===== config.mk =====
export PLATFORM = sky130hd
export DESIGN_NAME = utsbg_top
export DESIGN_NICKNAME = d
export VERILOG_FILES = /design/src/utsbg_pkg.sv /design/src/utsbg_top.sv /design/src/utsbg_baud_div.sv
export SDC_FILE = /design/constraint.sdc
export NUM_CORES = 1
export LEC_CHECK = 0
export ABC_AREA = 1
export ABC_CLOCK_PERIOD_IN_PS = 6600
export BUFFER_PORTS_ARGS = -buffer_cell sky130_fd_sc_hd__buf_2
export CAP_MARGIN = 10
export CORE_MARGIN = 2
export CORE_UTILIZATION = 50
export CTS_CLUSTER_DIAMETER = 30
export CTS_CLUSTER_SIZE = 16
export DETAILED_ROUTE_END_ITERATION = 6
export HOLD_SLACK_MARGIN = 0.12
export PLACE_DENSITY_LB_ADDON = 0.15
export SLEW_MARGIN = 20
export SYNTH_ARGS = -nofsm -noshare
export SYNTH_HDL_FRONTEND = slang
export SYNTH_SLANG_ARGS = --single-unit

===== constraint.sdc =====
create_clock -name pclk -period 6.6 [get_ports pclk]
set_input_delay 0.33 -clock pclk [delete_from_list [all_inputs] [get_ports pclk]]
set_output_delay 0.33 -clock pclk [all_outputs]
set_load 0.02 [all_outputs]

===== src/utsbg_pkg.sv =====
// shared constants and carriers for the transmit status and baud generator
`default_nettype none
package utsbg_pkg;

    // register indices (byte address is four times the index)
    localparam logic [15:0] UTSBG_IDX_MODE   = 16'hFF50; // power / enables
    localparam logic [15:0] UTSBG_IDX_TXBUF  = 16'hFF54; // transmit holding buffer
    localparam logic [15:0] UTSBG_IDX_STATUS = 16'hFF55; // transmit status, read only
    localparam logic [15:0] UTSBG_IDX_CKSEL  = 16'hFF56; // base clock select
    localparam logic [15:0] UTSBG_IDX_DIV    = 16'hFF57; // baud divisor

    // apb address width, enough for index times four
    localparam int          UTSBG_AW = 18;

    // mode register field positions
    localparam int          UTSBG_MODE_POWER_BIT = 7;
    localparam int          UTSBG_MODE_TXE_BIT   = 6;
    localparam int          UTSBG_MODE_RXE_BIT   = 5;

    // status register field positions
    localparam int          UTSBG_STAT_BUF_BIT   = 1;
    localparam int          UTSBG_STAT_SHIFT_BIT = 0;

    // reset values
    localparam logic [7:0]  UTSBG_MODE_RESET   = 8'h00;
    localparam logic [3:0]  UTSBG_CKSEL_RESET  = 4'h0;
    localparam logic [7:0]  UTSBG_DIV_RESET    = 8'hFF;
    localparam logic [7:0]  UTSBG_TXBUF_RESET  = 8'h00;

    // base clock select codes
    localparam logic [3:0]  UTSBG_CKSEL_MAX_POW = 4'hA; // fx / 2^10
    localparam logic [3:0]  UTSBG_CKSEL_TIMER   = 4'hB; // eight bit timer output
    localparam int          UTSBG_PRESCALE_W    = 10;

    // divisor limits and frame timing
    localparam logic [7:0]  UTSBG_DIV_MIN       = 8'h08;
    localparam logic [1:0]  UTSBG_START_TICKS   = 2'h2; // base clocks before divider runs
    localparam logic [3:0]  UTSBG_FRAME_LOAD    = 4'hA; // bit times of start, data bits and stop
    localparam logic [3:0]  UTSBG_FRAME_LAST    = 4'h1; // tick that ends the stop bit

    // control bits from the mode register
    typedef struct packed {
        logic power;
        logic txe;
        logic rxe;
    } utsbg_mode_t;

    // transmit pipeline flags
    typedef struct packed {
        logic buf_full;
        logic shift_busy;
    } utsbg_txflags_t;

endpackage : utsbg_pkg
`default_nettype wire


===== src/utsbg_top.sv =====
// Notes on behaviour
// - writing the holding buffer sets buffer-full
// - move to shifter or disable clears buffer-full
// - load into shifter sets shift-busy
// - frame end without reload, or disable, clears busy
// - status read only: bit1 full, bit0 busy
// - status zero after reset and while disabled
// - select fx over 2^n, or timer output
// - clock select resets zero, upper nibble zero
// - divide base clock by k, 8 to 255
// - bit rate is divider output halved
// - divisor register resets to FFH
// - same-value rewrite never disturbs running traffic
// - power off stops clocks, resets, line high
// - divider output active on second base clock
// - transmit enable low resets transmit side only
//
// The APB slave port was decided locally.
`timescale 1ns/1ps
`default_nettype none
module utsbg_top
    import utsbg_pkg::*;
#(
    parameter int DIV_W  = 8,   // divisor width
    parameter int DATA_W = 8    // character width
) (
    input  wire logic                pclk,
    input  wire logic                presetn,
    input  wire logic                psel,
    input  wire logic                penable,
    input  wire logic                pwrite,
    input  wire logic [UTSBG_AW-1:0] paddr,
    input  wire logic [31:0]         pwdata,
    output logic                     pready,
    output logic [31:0]              prdata,
    output logic                     pslverr,
    input  wire logic                timer_out,            // eight bit timer output, async
    output logic                     serial_transmit_pin,  // idles high
    output logic                     bit_clock             // halved divider output
);

    // byte address of a register index
    function automatic logic [UTSBG_AW-1:0] reg_addr(input logic [15:0] idx);
        reg_addr = {idx, 2'b00};
    endfunction

    // tick when the low n prescaler bits are all ones
    function automatic logic pow_tick(input logic [UTSBG_PRESCALE_W-1:0] pre,
                                      input logic [3:0] n);
        logic [UTSBG_PRESCALE_W-1:0] mask;
        mask     = '0;
        mask     = UTSBG_PRESCALE_W'((11'h001 << n) - 11'h001);
        pow_tick = ((pre & mask) == mask);
    endfunction

    typedef enum logic {
        TX_IDLE,
        TX_SHIFT
    } utsbg_tx_state_t;

    // ---------------- registers ----------------
    logic [7:0]              mode_reg;        // power, transmit and receive enables
    logic [3:0]              cksel;           // base clock select, low nibble only
    logic [DIV_W-1:0]        divisor;         // baud divisor k
    logic [DATA_W-1:0]       tx_holding_buffer;
    utsbg_txflags_t          flags;           // buffer full / shift busy
    logic                    buf_full;        // holding buffer has data
    logic                    shift_busy;      // shifter is sending a frame
    utsbg_tx_state_t         tx_state;        // transmit sequencer
    logic [DATA_W:0]         tx_shift_register; // data then stop bit
    logic [3:0]              bits_left;       // bit times left in frame
    logic [UTSBG_PRESCALE_W-1:0] prescale;    // free running power of two divider
    logic                    timer_s1;        // timer synchroniser first stage
    logic                    timer_s2;        // timer synchroniser second stage
    logic                    timer_prev;      // for rising edge of synced timer
    logic                    bit_tick;        // one pulse per bit time
    logic                    div_level;       // toggle stage from divider

    // ---------------- decoding ----------------
    // one driver per carrier, so no struct is written from two places
    utsbg_mode_t mode;
    assign mode  = {mode_reg[UTSBG_MODE_POWER_BIT], mode_reg[UTSBG_MODE_TXE_BIT],
                    mode_reg[UTSBG_MODE_RXE_BIT]};
    assign flags = {buf_full, shift_busy};

    // transmit side runs only while both bits are set
    wire logic tx_on = mode.power & mode.txe;

    // apb phases; pready is a flop so accesses take one wait-free access cycle
    wire logic setup_ph = psel & ~penable;
    wire logic access   = psel & penable & pready;
    wire logic wr_en    = access & pwrite;

    wire logic hit_mode   = (paddr == reg_addr(UTSBG_IDX_MODE));
    wire logic hit_txbuf  = (paddr == reg_addr(UTSBG_IDX_TXBUF));
    wire logic hit_status = (paddr == reg_addr(UTSBG_IDX_STATUS));
    wire logic hit_cksel  = (paddr == reg_addr(UTSBG_IDX_CKSEL));
    wire logic hit_div    = (paddr == reg_addr(UTSBG_IDX_DIV));
    wire logic hit_any    = hit_mode | hit_txbuf | hit_status | hit_cksel | hit_div;

    // status byte: upper six bits always zero
    wire logic [7:0] status_byte = {6'h00, flags.buf_full, flags.shift_busy};

    // read mux; the holding buffer is write only and reads zero
    wire logic [7:0] rd_byte =
        hit_mode   ? {mode_reg[7:5], 5'h00} :
        hit_status ? status_byte :
        hit_cksel  ? {4'h0, cksel} :
        hit_div    ? 8'(divisor) : 8'h00;

    // writes to the status register are dropped without error
    wire logic buf_write = wr_en & hit_txbuf & tx_on;

    // ---------------- base clock ----------------
    wire logic timer_rise = timer_s2 & ~timer_prev;

    // prohibited codes give no base clock at all
    wire logic base_tick =
        (cksel <= UTSBG_CKSEL_MAX_POW) ? pow_tick(prescale, cksel) :
        (cksel == UTSBG_CKSEL_TIMER)   ? timer_rise : 1'b0;

    // ---------------- transmit sequencer decisions ----------------
    wire logic frame_end = bit_tick & (tx_state == TX_SHIFT) &
                           (bits_left == UTSBG_FRAME_LAST);
    // a byte moves over on a bit boundary when the shifter is free or just finished
    wire logic load_now  = tx_on & flags.buf_full & bit_tick &
                           ((tx_state == TX_IDLE) | frame_end);

    // ---------------- apb slave ----------------
    // pready rises for the access phase that follows each setup
    always_ff @(posedge pclk or negedge presetn) begin
        if (!presetn) begin
            pready  <= 1'b0;
            pslverr <= 1'b0;
        end else begin
            pready  <= setup_ph;
            pslverr <= setup_ph & ~hit_any;   // unmapped address answers with error
        end
    end

    // read data captured in setup so it comes from a flop during access
    always_ff @(posedge pclk or negedge presetn) begin
        if (!presetn) begin
            prdata <= 32'h0000_0000;
        end else if (setup_ph && !pwrite) begin
            prdata <= {24'h00_0000, rd_byte};
        end
    end

    // mode register; power and enable bits are plain control
    always_ff @(posedge pclk or negedge presetn) begin
        if (!presetn) begin
            mode_reg <= UTSBG_MODE_RESET;
        end else if (wr_en && hit_mode) begin
            mode_reg <= {pwdata[7:5], 5'h00};
        end
    end

    // clock select; only the low nibble is stored so the top reads zero
    always_ff @(posedge pclk or negedge presetn) begin
        if (!presetn) begin
            cksel <= UTSBG_CKSEL_RESET;
        end else if (wr_en && hit_cksel) begin
            cksel <= pwdata[3:0];
        end
    end

    // divisor; same-value rewrite changes nothing downstream
    always_ff @(posedge pclk or negedge presetn) begin
        if (!presetn) begin
            divisor <= DIV_W'(UTSBG_DIV_RESET);
        end else if (wr_en && hit_div) begin
            divisor <= pwdata[DIV_W-1:0];
        end
    end

    // holding buffer data; overwrite while full is the caller's hazard
    always_ff @(posedge pclk or negedge presetn) begin
        if (!presetn) begin
            tx_holding_buffer <= DATA_W'(UTSBG_TXBUF_RESET);
        end else if (buf_write) begin
            tx_holding_buffer <= pwdata[DATA_W-1:0];
        end
    end

    // ---------------- base clock generation ----------------
    // prescaler frozen and cleared while unpowered, so the fx/2^n ticks for n of 1 to 10 stop; fx/2^0 and the timer keep ticking
    always_ff @(posedge pclk or negedge presetn) begin
        if (!presetn) begin
            prescale <= '0;
        end else if (!mode.power) begin
            prescale <= '0;
        end else begin
            prescale <= prescale + UTSBG_PRESCALE_W'(1);
        end
    end

    // timer output comes from elsewhere; two flops before any use
    always_ff @(posedge pclk or negedge presetn) begin
        if (!presetn) begin
            timer_s1   <= 1'b0;
            timer_s2   <= 1'b0;
            timer_prev <= 1'b0;
        end else begin
            timer_s1   <= timer_out;
            timer_s2   <= timer_s1;
            timer_prev <= timer_s2;
        end
    end

    // divider and toggle stage
    utsbg_baud_div #(
        .DIV_W     (DIV_W)
    ) u_div (
        .pclk      (pclk),
        .presetn   (presetn),
        .run       (mode.power),
        .base_tick (base_tick),
        .divisor   (divisor),
        .bit_tick  (bit_tick),
        .bit_clock (div_level)
    );

    // bit clock level brought out through a flop of its own
    always_ff @(posedge pclk or negedge presetn) begin
        if (!presetn) begin
            bit_clock <= 1'b0;
        end else begin
            bit_clock <= div_level;
        end
    end

    // ---------------- buffer-full flag ----------------
    // a write in the same cycle as a move-over keeps the flag set
    always_ff @(posedge pclk or negedge presetn) begin
        if (!presetn) begin
            buf_full <= 1'b0;
        end else if (!tx_on) begin
            buf_full <= 1'b0;
        end else if (buf_write) begin
            buf_full <= 1'b1;
        end else if (load_now) begin
            buf_full <= 1'b0;
        end
    end

    // ---------------- transmit sequencer ----------------
    // start bit goes out on the loading tick, so frames abut
    always_ff @(posedge pclk or negedge presetn) begin
        if (!presetn) begin
            tx_state          <= TX_IDLE;
            shift_busy        <= 1'b0;
            tx_shift_register <= '1;
            bits_left         <= 4'h0;
        end else if (!tx_on) begin
            tx_state          <= TX_IDLE;
            shift_busy        <= 1'b0;
            tx_shift_register <= '1;
            bits_left         <= 4'h0;
        end else begin
            case (tx_state)
                TX_IDLE: begin
                    if (load_now) begin
                        tx_state          <= TX_SHIFT;
                        shift_busy        <= 1'b1;
                        tx_shift_register <= {1'b1, tx_holding_buffer};
                        bits_left         <= UTSBG_FRAME_LOAD;
                    end
                end
                TX_SHIFT: begin
                    if (load_now) begin
                        // back to back: next frame starts right away
                        shift_busy        <= 1'b1;
                        tx_shift_register <= {1'b1, tx_holding_buffer};
                        bits_left         <= UTSBG_FRAME_LOAD;
                    end else if (frame_end) begin
                        tx_state          <= TX_IDLE;
                        shift_busy        <= 1'b0;
                        bits_left         <= 4'h0;
                    end else if (bit_tick) begin
                        tx_shift_register <= {1'b1, tx_shift_register[DATA_W:1]};
                        bits_left         <= bits_left - 4'h1;
                    end
                end
                default: begin
                    tx_state <= TX_IDLE;
                end
            endcase
        end
    end

    // ---------------- line driver ----------------
    // line is high whenever unpowered or disabled; lsb first after start
    always_ff @(posedge pclk or negedge presetn) begin
        if (!presetn) begin
            serial_transmit_pin <= 1'b1;
        end else if (!tx_on) begin
            serial_transmit_pin <= 1'b1;
        end else if (load_now) begin
            serial_transmit_pin <= 1'b0;                  // start bit
        end else if (frame_end) begin
            serial_transmit_pin <= 1'b1;                  // idle after stop
        end else if (bit_tick && tx_state == TX_SHIFT) begin
            serial_transmit_pin <= tx_shift_register[0];
        end
    end

endmodule : utsbg_top
`default_nettype wire


===== src/utsbg_baud_div.sv =====
`timescale 1ns/1ps
`default_nettype none
// programmable divider of the selected base clock, halved into the bit clock
module utsbg_baud_div
    import utsbg_pkg::*;
#(
    parameter int DIV_W = 8
) (
    input  wire logic             pclk,
    input  wire logic             presetn,
    input  wire logic             run,        // power on
    input  wire logic             base_tick,  // one cycle per base clock
    input  wire logic [DIV_W-1:0] divisor,
    output logic                  bit_tick,   // one pulse per serial bit
    output logic                  bit_clock   // halved divider output level
);

    logic [DIV_W-1:0] count;       // base clocks counted so far
    logic [1:0]       start_cnt;   // base clocks seen since power up
    logic             half;        // toggle stage

    // divider stays parked on prohibited divisors
    wire logic div_ok   = (divisor >= DIV_W'(UTSBG_DIV_MIN));
    wire logic active   = (start_cnt == UTSBG_START_TICKS);
    wire logic div_wrap = run & active & div_ok & base_tick &
                          (count == divisor - DIV_W'(1));

    // start delay after the power bit is set
    always_ff @(posedge pclk or negedge presetn) begin
        if (!presetn) begin
            start_cnt <= 2'h0;
        end else if (!run) begin
            start_cnt <= 2'h0;
        end else if (base_tick && !active) begin
            start_cnt <= start_cnt + 2'h1;
        end
    end

    // count 0 .. k-1, wrap and pulse; rewriting the same k leaves it alone
    always_ff @(posedge pclk or negedge presetn) begin
        if (!presetn) begin
            count <= '0;
        end else if (!run || !active || !div_ok) begin
            count <= '0;
        end else if (div_wrap) begin
            count <= '0;
        end else if (base_tick) begin
            count <= count + DIV_W'(1);
        end
    end

    // toggle stage halves the divider rate into the bit clock
    always_ff @(posedge pclk or negedge presetn) begin
        if (!presetn) begin
            half     <= 1'b0;
            bit_tick <= 1'b0;
        end else if (!run) begin
            half     <= 1'b0;
            bit_tick <= 1'b0;
        end else begin
            half     <= half ^ div_wrap;
            bit_tick <= div_wrap & half;
        end
    end

    assign bit_clock = half;

endmodule : utsbg_baud_div
`default_nettype wire


# Word level (Yosys, flattened, before mapping)
# Cells that the tools add are included.
[totals]
word_cells = 138
output_inout_bits = 36
in_bits = 56
reg_bits = 76
[op_classes]
shifts = 1
mux = 43
n_reduce_logical = 16
n_addsub = 6
magnitude_cmp = 2
bitwise = 30
eq_ne = 18
[ops]
columns = ["op", "count"]
rows = [
  ["$eq A18 B18 Y1 const B", 5],
  ["$mux W8", 7],
  ["$mux W9", 5],
  ["$mux W4", 5],
  ["$and A1 B1 Y1", 19],
  ["$mux W1", 19],
  ["$pmux W9 S2", 1],
  ["$add A10 B1 Y10 const B", 1],
  ["$and A10 B10 Y10", 1],
  ["$eq A10 B10 Y1", 1],
  ["$mux W10", 1],
  ["$shl A1 B4 Y10 const A", 1],
  ["$sub A10 B1 Y10 const B", 1],
  ["$add A8 B1 Y8 const B", 1],
  ["$eq A8 B8 Y1", 1],
  ["$ge A8 B4 Y1 const B", 1],
  ["$ne A4 B2 Y1 const B", 2],
  ["$pmux W4 S2", 1],
  ["$sub A8 B1 Y8 const B", 1],
  ["$logic_and A1 B1 Y1", 6],
  ["$ne A5 B2 Y1 const B", 1],
  ["$or A1 B1 Y1", 5],
  ["$eq A4 B1 Y1 const B", 1],
  ["$eq A4 B4 Y1 const B", 1],
  ["other kinds (18)", 28],
]

# Depth between registers and ports, before layout
# Gate-level depths: netlist of run 1.
[logic_depth]
word_depth = 9
mapped_depth = 18
depth_no_buf = 16

# By module
# From an unflattened synthesis of run 1, not the netlist that was laid out.
[unflattened]
hier_cells = 625
area_unflattened_um2 = 4585.6
[by_module_without_submodules]
columns = ["module", "instances", "cells_each", "area_each_um2", "seq_area_each_um2"]
rows = [
  ["utsbg_top", 1, 469, 3597.2, 1597.8],
  ["utsbg_baud_div", 1, 156, 988.4, 300.3],
]

# Worst setup path before layout of run 1
# No wires, ideal clock.
[synth_path]
path_kind = "register to register"
start = "register cksel[1]"
end = "register u_div.half, in the netlist u_div.bit_clock"
required_ns = 6.487
setup_slack_ns = 4.366
stages_incl_launch_ff = 19
path_buffers = 2
setup_ns = 0.113
synth_period_minus_slack_ns = 2.234
arrival_time_ns = 2.121
path_cell_list = "dfrtp_1 -> buf_4 -> nor2_1 -> nand3_1 -> ha_1 -> nor2_1 -> a21oi_1 -> nand2_1 -> nor2_1 -> nand2_1 -> nor2_2 -> nand3_2 -> nand2_4 -> buf_6 -> nand2_1 -> nor2_1 -> ha_1 -> nand2_1 -> inv_1"
[synth_via]
elab_chain_len = 9
word_cells_on_any_way = 12
cone_classes = "1 x add/sub; 1 x order compare; 2 x eq/ne; 1 x shift; 3 x mux; 4 x bitwise"
[synth_lines]
columns = ["item", "line", "text"]
rows = [
  ["start: declaration", "utsbg_top.sv:63", "logic [3:0] cksel;"],
  ["start signal: assignment", "utsbg_top.sv:164", "cksel <= pwdata[3:0];"],
  ["$shl A1 B4 Y10", "utsbg_top.sv:52", "mask = UTSBG_PRESCALE_W'((11'h001 << n) - 11'h001);"],
  ["$sub A10 B1 Y10", "utsbg_top.sv:52", ""],
  ["$and A10 B10 Y10", "utsbg_top.sv:53", "pow_tick = ((pre & mask) == mask);"],
  ["$eq A10 B10 Y1", "utsbg_top.sv:53", ""],
  ["$mux W1 (*)", "utsbg_top.sv:119", "(cksel <= UTSBG_CKSEL_MAX_POW) ? pow_tick(prescale, cksel) :"],
  ["$and A1 B1 Y1 (*) (2 in series)", "utsbg_baud_div.sv:25", "wire logic div_wrap = run & active & div_ok & base_tick &"],
  ["$xor A1 B1 Y1 (*)", "utsbg_baud_div.sv:61", "half <= half ^ div_wrap;"],
  ["$mux W1 (*)", "utsbg_baud_div.sv:57", "end else if (!run) begin"],
  ["end signal: assignment", "utsbg_baud_div.sv:61", ""],
  ["end: declaration", "utsbg_baud_div.sv:20", "logic half;"],
]
# Mark *: on every way between the ends. The rest lies on a longest branch, timed or not.
# A chain may end at the register's enable or synchronous reset.

# Worst setup path after layout of run 1
[layout_path]
start = "register cksel[2]"
end = "register u_div.half, in the netlist u_div.bit_clock"
# Same word-level chain as after synthesis.

==> results of run 1 <==
[cells in the mapped netlist (2+ instances only)]
| master | number |
|---|---|
| nor2_1 | 35 |
| nor2_4 | 9 |
| xnor2_1 | 10 |
| o21ai_1 | 14 |
| o21a_1 | 2 |
| o31ai_1 | 2 |
| nor2_2 | 4 |
| o21ai_0 | 29 |
| buf_4 | 25 |
| buf_2 | 2 |
| nor3_1 | 8 |
| nand3b_1 | 3 |
| dfstp_2 | 17 |
| o211ai_1 | 4 |
| inv_4 | 3 |
| nand4_4 | 2 |
| xor2_1 | 8 |
| nand3_1 | 43 |
| buf_6 | 6 |
| nand2_1 | 120 |
| inv_2 | 6 |
| o21ai_2 | 8 |
| inv_1 | 73 |
| dfrtp_1 | 58 |
| nand3_2 | 4 |
| a21oi_1 | 11 |
| nand4_1 | 19 |
| a31oi_1 | 2 |
| ha_1 | 9 |
| nand2_4 | 2 |
[report_power, final]
part           switching (mW)  leakage, nW  total [mW]  internal, mW
clock network           0.174       0.0966       0.350         0.175
registers             0.00209        0.973       0.466         0.464
logic                  0.0401         1.30      0.0544        0.0143
[layout by cell type (no fill, tap or decap), drive strengths merged, types with 10 or more instances in the layout]
master,instances
nand2,123
inv,83
dfrtp,58
o21ai,51
nor2,48
nand3,47
buf,43
conb,24
nand4,22
dfstp,17
a21oi,13
xnor2,10
clkbuf,10
nor3,10
[per-stage QoR]
stage	hold WS, ns	instances
after floorplan	0.0344	576
after global placement	0.334	693
after detailed placement	0.340	693
after CTS	0.126	710
after global routing	0.139	710
final	0.108	710
[worst max-delay path, delay by kind of cell, from the launching register on]
| family | cells | cell delay, ns |
|---|---|---|
| adders and majority gates | 2 | 0.52 |
| buffers and inverters | 2 | 0.15 |
| and+or+nand+nor | 12 | 1.00 |
| DFF | 1 | 0.67 |
[final timing paths]
| path | startpoint | end | slack, ns | depth (start not counted) |
|---|---|---|---|---|
| setup reg to reg | cksel[2]$_DFFE_PN0P_ | u_div.bit_clock$_DFF_PN0_ | 4.15 | 16 |
| setup / recovery | cksel[2]$_DFFE_PN0P_ | u_div.bit_clock$_DFF_PN0_ | 4.15 | 16 |
| min in group pclk | penable | pready$_DFF_PN0_ | 0.14 | 2 |
| max in group asynchronous | presetn | prescale[9]$_DFF_PN0_ | 5.90 | 1 |
| hold / removal | presetn | tx_holding_buffer[5]$_DFFE_PN0P_ | 0.11 | 1 |
| hold reg to reg | timer_s1$_DFF_PN0_ | timer_s2$_DFF_PN0_ | 0.35 | 0 |
[repair_timing]
item / in CTS / in global routing
gates resized for setup: 0 / 0
buffers inserted: 0 / 0
hold endpoints to repair: 1 / 0
hold buffers: 1 / 0
[per-layer routing]
layer  GRT usage  vias up  share of wire
met5           0        -              0
met4      0.0653        0          0.018
met3      0.0411       13          0.051
met2       0.326       90           0.45
met1       0.268     1683           0.48
li1            -     1838              -
[cell type report]
class,instances,share of cell area
repair buffers,44,0.0468
clock inverters,6,0.0134
well taps,108,0.0278
clock buffers,10,0.0262
flip-flops and latches,75,0.390
multi-input cells,385,0.431
inverters,82,0.0648
[kinds of logic after synthesis]
kind of cell / count (synthesis)
xor gates and xnor gates: 18
buffers and inverters: 116
DFF: 75
adders and majority gates: 9
and+or+nand+nor: 258
AOI/OAI and AO/OA: 76
other: 1
==> results.json, run 1 <==
{
  "outcome": "complete, no violations",
  "fin_util": 0.558,
  "wl_per_cell_um": 12.6,
  "hold_path.class": "input port to async pin",
  "yosys.area_share.simple": 0.286,
  "clk_pin_slew_ns": 0.08,
  "netlist_instances": 553,
  "power.leakage_nw": 2.37,
  "wirelength_um": 8920,
  "numCtsBuffers": 9,
  "slowest_delay_ns": 0.67,
  "setup_ws_ns": 4.15,
  "powerDensity_mw_per_mm2": 179,
  "fin_skew_ns": 0.0116,
  "fillers": 800,
  "areaGrowthSynthToFinish_pct": 8.29,
  "worstPathRequired_ns": 6.84,
  "regArea_mm2": 0.00190,
  "total_power_mw": 0.870,
  "synth_warnings": 0,
  "synth-async-reset-ratio": 1.00,
  "synth-main-ff-cell": "dfrtp_1",
  "ys_ff_latch": 75,
  "drc": 0,
  "grt_max_degree": 76,
  "htreeDepth": 3,
  "synth_compound_area_frac": 0.100,
  "max_cap_viol_count": 0,
  "cts_tree": "yes",
  "gp_congestion": 0.839,
  "finalSetupViolCount": 0,
  "rsz0062_at_grt": "false",
  "ant_nets": 0,
  "crit_path_frequent_cell": "nand2_1",
  "dieHeight_um": 98.8,
  "crit_path_end_kind": "flip-flop",
  "dieArea_mm2": 0.00977,
  "yosys.area.top_type": "dfrtp_1",
  "place_ws_ns": 4.15,
  "chipWidth_um": 98.8,
  "io_pins": 92,
  "synth_xor_area_frac": 0.0351,
  "cts_buffer_depth": 2,
  "path_cells": "nor2_4, nand2_1, ha_1, inv_1, nand3_1, nand2_1, nand2_1, nand2_1, nor2_2, nand3_2, nand2_4, nand2_1, nor2_1, ha_1, nand2_1, inv_1",
  "drv_slew": 0,
  "first_pass_iters": 4,
  "layout_worst_path_cycle_share": 0.372,
  "grt_usage": 0.200,
  "tightest_slew_ns": 0.923,
  "crit_slowest_cell": "dfrtp_1",
  "slew_headroom": 0.385,
  "grt-ovfl-total": 0,
  "place_area_mm2": 0.00467,
  "hold_violations": 0,
  "max_flop_register": "prescale",
  "synth-edff-count": 0,
  "grt_pass1_wl_um": 15900,
  "cp_max_fo": 13,
  "viasPerCell": 5.10,
  "ir_drop_mv": 0.104,
  "antenna_cells": 0,
  "yosys-mux-area-fraction": 0,
  "start_util": 0.515,
  "io_buffers": 43,
  "clock_latency_ns": 0.36,
  "synth_adder_area_share": 0.0250,
  "cp_data_arrival_time_ns": 2.70,
  "core_mm2": 0.00872,
  "syn-cell-area_mm2": 0.00450,
  "tns_ns": 0,
  "stdcell_area_mm2": 0.00487,
  "synth.distinct_cells": 45,
  "ys_seq_area_frac": 0.422,
  "grt_pass1_vias": 3487,
  "multi_input_area_mm2": 0.00210,
  "antenna_found_initial": 0,
  "drive_gt1_frac": 0.199,
  "synth.avg_cell_area_um2": 8.13,
  "path_class": "flip-flop to flip-flop",
  "vias": 3624,
  "ys_top_cells_by_area": "dfrtp_1 32%, nand2_1 10%, dfstp_2 9.9%",
  "root_buffer": "clkbuf_8",
  "largest_reg_flops": 10,
  "min_period_ns": 2.45,
  "synth_top_family_by_area": "simple AND/OR/NAND/NOR gates",
  "clock_sinks": 75,
  "max_freq_mhz": 407,
  "dp_hpwl_um": 6760,
  "rows": 34,
  "fin_nets": 662,
  "post-synth-top-area-fraction": 0.323,
  "worstSetupStartpointType": "flip-flop",
  "drt-initial-drc-count": 89
}
Power figures use the tool's default switching activity.
==> run 2: changes to the inputs <==
- ABC_CLOCK_PERIOD_IN_PS: 6600 -> 2000
- clock period: 6.6 -> 2 ns (I/O delays scaled with it)
==> results.json, run 2 (synthesis gave the netlist of run 1 again) <==
{
  "grt-ovfl-total": 0,
  "comb_power_share": 0.071,
  "cts_buffer_depth": 2,
  "wl_per_cell_um": 12.9,
  "drv_slew": 0,
  "largest_reg_flops": 10,
  "reg2reg_to": "u_div.bit_clock$_DFF_PN0_",
  "dieArea_mm2": 0.00977,
  "path_cells": "nor2_4, nand3_2, ha_4, nor2_2, a21oi_2, nand2_1, nor2_1, nand2_1, nor2_2, nand3_2, nand2_4, nand2_2, nor2_4, ha_4, nand2_1, inv_1",
  "power.share.clock": 0.409,
  "tightest_slew_ns": 0.668,
  "slew_headroom": 0.555,
  "core_mm2": 0.00872,
  "cts_tree": "yes",
  "cp_data_arrival_time_ns": 2.37,
  "final_common_cell": "nand2_1",
  "clock_latency_ns": 0.36,
  "dp.cells": 715,
  "mostFrequentLayoutCells": "117 x nand2_1, 73 x inv_1, 56 x dfrtp_1",
  "first_pass_iters": 5,
  "gp_congestion": 0.871,
  "root_buffer": "clkbuf_8",
  "worstSetupStartpointType": "flip-flop",
  "grt_pass1_wl_um": 16300,
  "final-instance-count-excl-fill": 750,
  "grt_max_degree": 28,
  "power.leakage_nw": 2.58,
  "grt_pass1_vias": 3536,
  "worstPathRequired_ns": 2.26,
  "fin_nets": 702,
  "tns_ns": -0.189,
  "chipWidth_um": 98.8,
  "rrSetupSlack_ns": -0.12,
  "fin_skew_ns": 0.00766,
  "clk_pin_slew_ns": 0.08,
  "clock_sinks": 75,
  "path_class": "flip-flop to flip-flop",
  "stdcell_area_mm2": 0.00531,
  "reg2reg_depth": 16,
  "layout_worst_path_cycle_share": 1.06,
  "fin_util": 0.609,
  "pwr-share-seq": 0.521,
  "max_flop_register": "prescale",
  "hold_violations": 0,
  "drt-initial-drc-count": 173,
  "switching_power_mw": 0.772,
  "reg2reg_from": "cksel[1]$_DFFE_PN0P_",
  "hold_path.class": "input port to flip-flop",
  "max_freq_mhz": 473,
  "rsz0062_at_grt": "true",
  "areaGrowthSynthToFinish_pct": 18.2,
  "rows": 34,
  "vias": 3784,
  "place_area_mm2": 0.00486,
  "max_cap_viol_count": 0,
  "dp_hpwl_um": 6910,
  "power_switching_share": 0.261,
  "total_power_mw": 2.95,
  "holdPathEnd": "prdata[3]$_DFFE_PN0P_",
  "crit_slowest_cell": "dfrtp_1",
  "drc": 0,
  "power.internal_mw": 2.18,
  "outcome": "complete, but fails checks",
  "viasPerCell": 5.05,
  "dieHeight_um": 98.8,
  "slowest_delay_ns": 0.46,
  "ant_nets": 0,
  "start_util": 0.515,
  "grt_usage": 0.207,
  "finalSetupViolCount": 7,
  "setup_ws_ns": -0.116,
  "ir_drop_mv": 0.393,
  "io_pins": 92,
  "min_period_ns": 2.12,
  "antenna_found_initial": 0,
  "drive_gt1_frac": 0.254,
  "powerDensity_mw_per_mm2": 556,
  "hold_ws_ns": 0.149,
  "crit_path_frequent_cell": "nand2_1",
  "cp_max_fo": 4,
  "wirelength_um": 9680,
  "violations": "negative setup slack",
  "worstHoldStart": "pwrite",
  "crit_path_end_kind": "flip-flop",
  "hold_depth": 4,
  "htreeDepth": 3,
  "numCtsBuffers": 9,
  "place_ws_ns": -0.0962,
  "antenna_cells": 0,
  "io_buffers": 43
}
run 2: changes by cell type in the layout (fill, tap and decap cells not counted), moves of 2 or more:
cell | before | now
buf_12 | 0 | 2
buf_4 | 1 | 25
clkinvlp_4 | 1 | 3
dfrtp_1 | 58 | 56
dfrtp_2 | 0 | 2
dlygate4sd3_1 | 1 | 12
ha_1 | 9 | 7
ha_4 | 0 | 2
nand2_1 | 120 | 117
nand2_2 | 1 | 4
nor2_1 | 35 | 31
nor2_2 | 4 | 6
nor2_4 | 9 | 11
run 2: worst max-delay path by stage:
| stage | start | to | slack (ns) |
|---|---|---|---|
| finish | cksel[1]$_DFFE_PN0P_ | u_div.bit_clock$_DFF_PN0_ | -0.12 |
| global route | cksel[1]$_DFFE_PN0P_ | u_div.bit_clock$_DFF_PN0_ | -0.34 |
| CTS | cksel[1]$_DFFE_PN0P_ | u_div.bit_clock$_DFF_PN0_ | -0.06 |
| detailed placement | cksel[2]$_DFFE_PN0P_ | u_div.bit_clock$_DFF_PN0_ | -0.1 |
| global placement | cksel[2]$_DFFE_PN0P_ | u_div.bit_clock$_DFF_PN0_ | -0.03 |
| floorplan | cksel[2]$_DFFE_PN0P_ | u_div.bit_clock$_DFF_PN0_ | -0.17 |
run 2: power by group through the flow:
| stage | clock network [mW] | registers (mW) | logic, mW |
|---|---|---|---|
| floorplan | 0 | 1.58 | 0.115 |
| global placement | 0 | 1.57 | 0.191 |
| detailed placement | 0 | 1.57 | 0.193 |
| CTS | 1.23 | 1.54 | 0.211 |
| global route | 1.29 | 1.54 | 0.232 |
| finish | 1.21 | 1.54 | 0.209 |
run 2: what timing repair did:
item                                   in CTS  in global routing
endpoints found under the hold margin      40                  0
setup endpoints to repair                  12                 12
pin swaps                                   2                  4
hold buffers                               12                  0
setup buffers                               2                  4
gates cloned                                0                  1
resized for setup                           3                 13
run 2: final cells by class:
type	count	area, um2
Sequential cell	75	1900
Clock inverter	7	75.1
Tap cell	108	135
Fill cell	778	3410
Clock buffer	9	124
Multi-Input combinational cell	385	2160
Timing Repair Buffer	84	603
Inverter	82	315
run 2: metal layers:
metal  global-route usage  part of all wire  wire, um
met5                    0                 0         0
met3               0.0340             0.058       561
met2                0.325              0.46      4450
met1                0.291              0.47      4550
met4               0.0727             0.013       128
run 2: critical path: cells and delay by family (launching register included):
| kind | cells | cell delay (ns) |
|---|---|---|
| AND/OR/NAND/NOR | 12 | 0.94 |
| adder cells (fa/ha/maj) | 2 | 0.48 |
| flip-flops | 1 | 0.46 |
| AO/OA/AOI/OAI | 1 | 0.10 |
| buffers and inverters | 1 | 0.03 |
==> run 3: changes to the inputs <==
- REMOVE_ABC_BUFFERS: not set -> 1
==> results.json, run 3 (synthesis gave the netlist of run 1 again) <==
{
  "outcome": "complete, but fails checks",
  "violations": "negative setup slack",
  "largest_reg_flops": 10,
  "antenna_cells": 0,
  "max_flop_register": "prescale",
  "antenna_found_initial": 0,
  "crit_slowest_cell": "dfrtp_2",
  "cp_max_fo": 3,
  "ir_drop_mv": 0.363,
  "final-instance-count-excl-fill": 751,
  "crit_path_end_kind": "flip-flop",
  "grt_max_degree": 41,
  "first_pass_iters": 4,
  "reg2reg_from": "cksel[2]$_DFFE_PN0P_",
  "fin_nets": 703,
  "rows": 34,
  "start_util": 0.515,
  "holdPathEnd": "prdata[4]$_DFFE_PN0P_",
  "max_cap_viol_count": 0,
  "rsz0062_at_grt": "true",
  "drive_gt1_frac": 0.246,
  "min_period_ns": 2.14,
  "grt_pass1_vias": 3653,
  "reg2reg_depth": 16,
  "dp.cells": 714,
  "io_pins": 92,
  "dp_hpwl_um": 7110,
  "grt_pass1_wl_um": 16900,
  "hold_path.class": "input port to flip-flop",
  "gp_congestion": 0.858,
  "vias": 3793,
  "cp_data_arrival_time_ns": 2.39,
  "setup_ws_ns": -0.141,
  "slowest_delay_ns": 0.45,
  "wirelength_um": 9840,
  "grt-ovfl-total": 0,
  "dieHeight_um": 98.8,
  "mostFrequentLayoutCells": "118 x nand2_1, 73 x inv_1, 55 x dfrtp_1",
  "dieArea_mm2": 0.00977,
  "reg2reg_to": "u_div.bit_clock$_DFF_PN0_",
  "clock_latency_ns": 0.36,
  "wl_per_cell_um": 13.1,
  "numCtsBuffers": 9,
  "chipWidth_um": 98.8,
  "clock_sinks": 75,
  "drc": 0,
  "io_buffers": 43,
  "worstHoldStart": "paddr[17]",
  "areaGrowthSynthToFinish_pct": 17.5,
  "hold_depth": 5,
  "drt-initial-drc-count": 179,
  "crit_path_frequent_cell": "nand2_1",
  "path_cells": "nor2_4, nand2_2, ha_1, nor2_1, a21oi_1, nand2_1, nor2_2, nand2_1, nor2_2, nand3_2, nand2_4, nand2_1, nor2_1, ha_1, nand2_1, inv_1",
  "viasPerCell": 5.05,
  "grt_usage": 0.212,
  "core_mm2": 0.00872,
  "path_class": "flip-flop to flip-flop",
  "place_ws_ns": -0.134,
  "rrSetupSlack_ns": -0.14,
  "layout_worst_path_cycle_share": 1.07,
  "cts_buffer_depth": 2,
  "cts_tree": "yes",
  "clk_pin_slew_ns": 0.08,
  "fin_util": 0.606,
  "hold_violations": 0,
  "worstSetupStartpointType": "flip-flop",
  "final_common_cell": "nand2_1",
  "root_buffer": "clkbuf_8",
  "drv_slew": 0,
  "max_freq_mhz": 467,
  "fin_skew_ns": 0.0142,
  "power.leakage_nw": 2.59,
  "powerDensity_mw_per_mm2": 559,
  "ant_nets": 0,
  "htreeDepth": 3,
  "worstPathRequired_ns": 2.25,
  "finalSetupViolCount": 12
}
-- run 3: stage by stage --
stage	setup TNS (ns)	area (um2)	hold slack, ns	power (mW)
final	-1.19	5280	0.209	2.95
after global routing	-3.44	5280	0.234	3.07
after CTS	-0.696	5190	0.185	2.98
after detailed placement	-0.671	4840	0.0857	1.76
after global placement	-0.0613	4840	0.0842	1.75
after floorplan	-0.255	4310	-0.196	1.66
-- run 3: cell type report --
| class | instances | area, um2 |
|---|---|---|
| multi-input combinational | 385 | 2120 |
| tap | 108 | 135 |
| sequential | 75 | 1900 |
| timing repair buffer | 85 | 607 |
| clock inverter | 5 | 60.1 |
| inverter | 82 | 315 |
| clock buffer | 11 | 141 |
| fill | 739 | 3440 |
-- run 3: critical path, delay by kind of cell (launching register included) --
kind                       cells  cell delay, ns
and+or+nand+nor               12            0.93
adders and majority gates      2            0.50
DFF                            1            0.45
AOI/OAI and AO/OA              1            0.11
buffers and inverters          1            0.04
-- run 3: worst max-delay path by stage --
stage,from,endpoint,slack (ns),cells past startpoint
after global routing,cksel[2]$_DFFE_PN0P_,u_div.bit_clock$_DFF_PN0_,-0.36,16
final,cksel[2]$_DFFE_PN0P_,u_div.bit_clock$_DFF_PN0_,-0.14,16
after CTS,cksel[1]$_DFFE_PN0P_,u_div.bit_clock$_DFF_PN0_,-0.13,16
after floorplan,cksel[2]$_DFFE_PN0P_,u_div.bit_clock$_DFF_PN0_,-0.19,16
after global placement,cksel[2]$_DFFE_PN0P_,u_div.bit_clock$_DFF_PN0_,-0.03,16
after detailed placement,cksel[2]$_DFFE_PN0P_,u_div.bit_clock$_DFF_PN0_,-0.13,16
-- run 3: where the power goes --
part,total (mW),switching [mW],leakage (nW),internal [mW]
logic,0.207,0.139,1.53,0.0683
clock network,1.20,0.585,0.100,0.618
registers,1.54,0.00856,0.968,1.53
total,2.95,0.733,2.59,2.22
-- run 3: layer usage --
metal	GRT usage	routed length [um]	part of all wire	vias up
met5	0	0	0	-
met4	0.0738	161	0.016	0
met3	0.0298	414	0.042	15
met2	0.343	4540	0.46	103
met1	0.292	4720	0.48	1763
li1	-	-	-	1912
-- run 3: what timing repair did --
action | CTS | global route
pin swaps | 0 | 4
endpoints found under the setup margin | 12 | 12
gates resized for setup | 3 | 10
hold endpoints to repair | 98 | 0
hold buffers | 13 | 0
cloned | 0 | 1
buffers inserted | 3 | 4
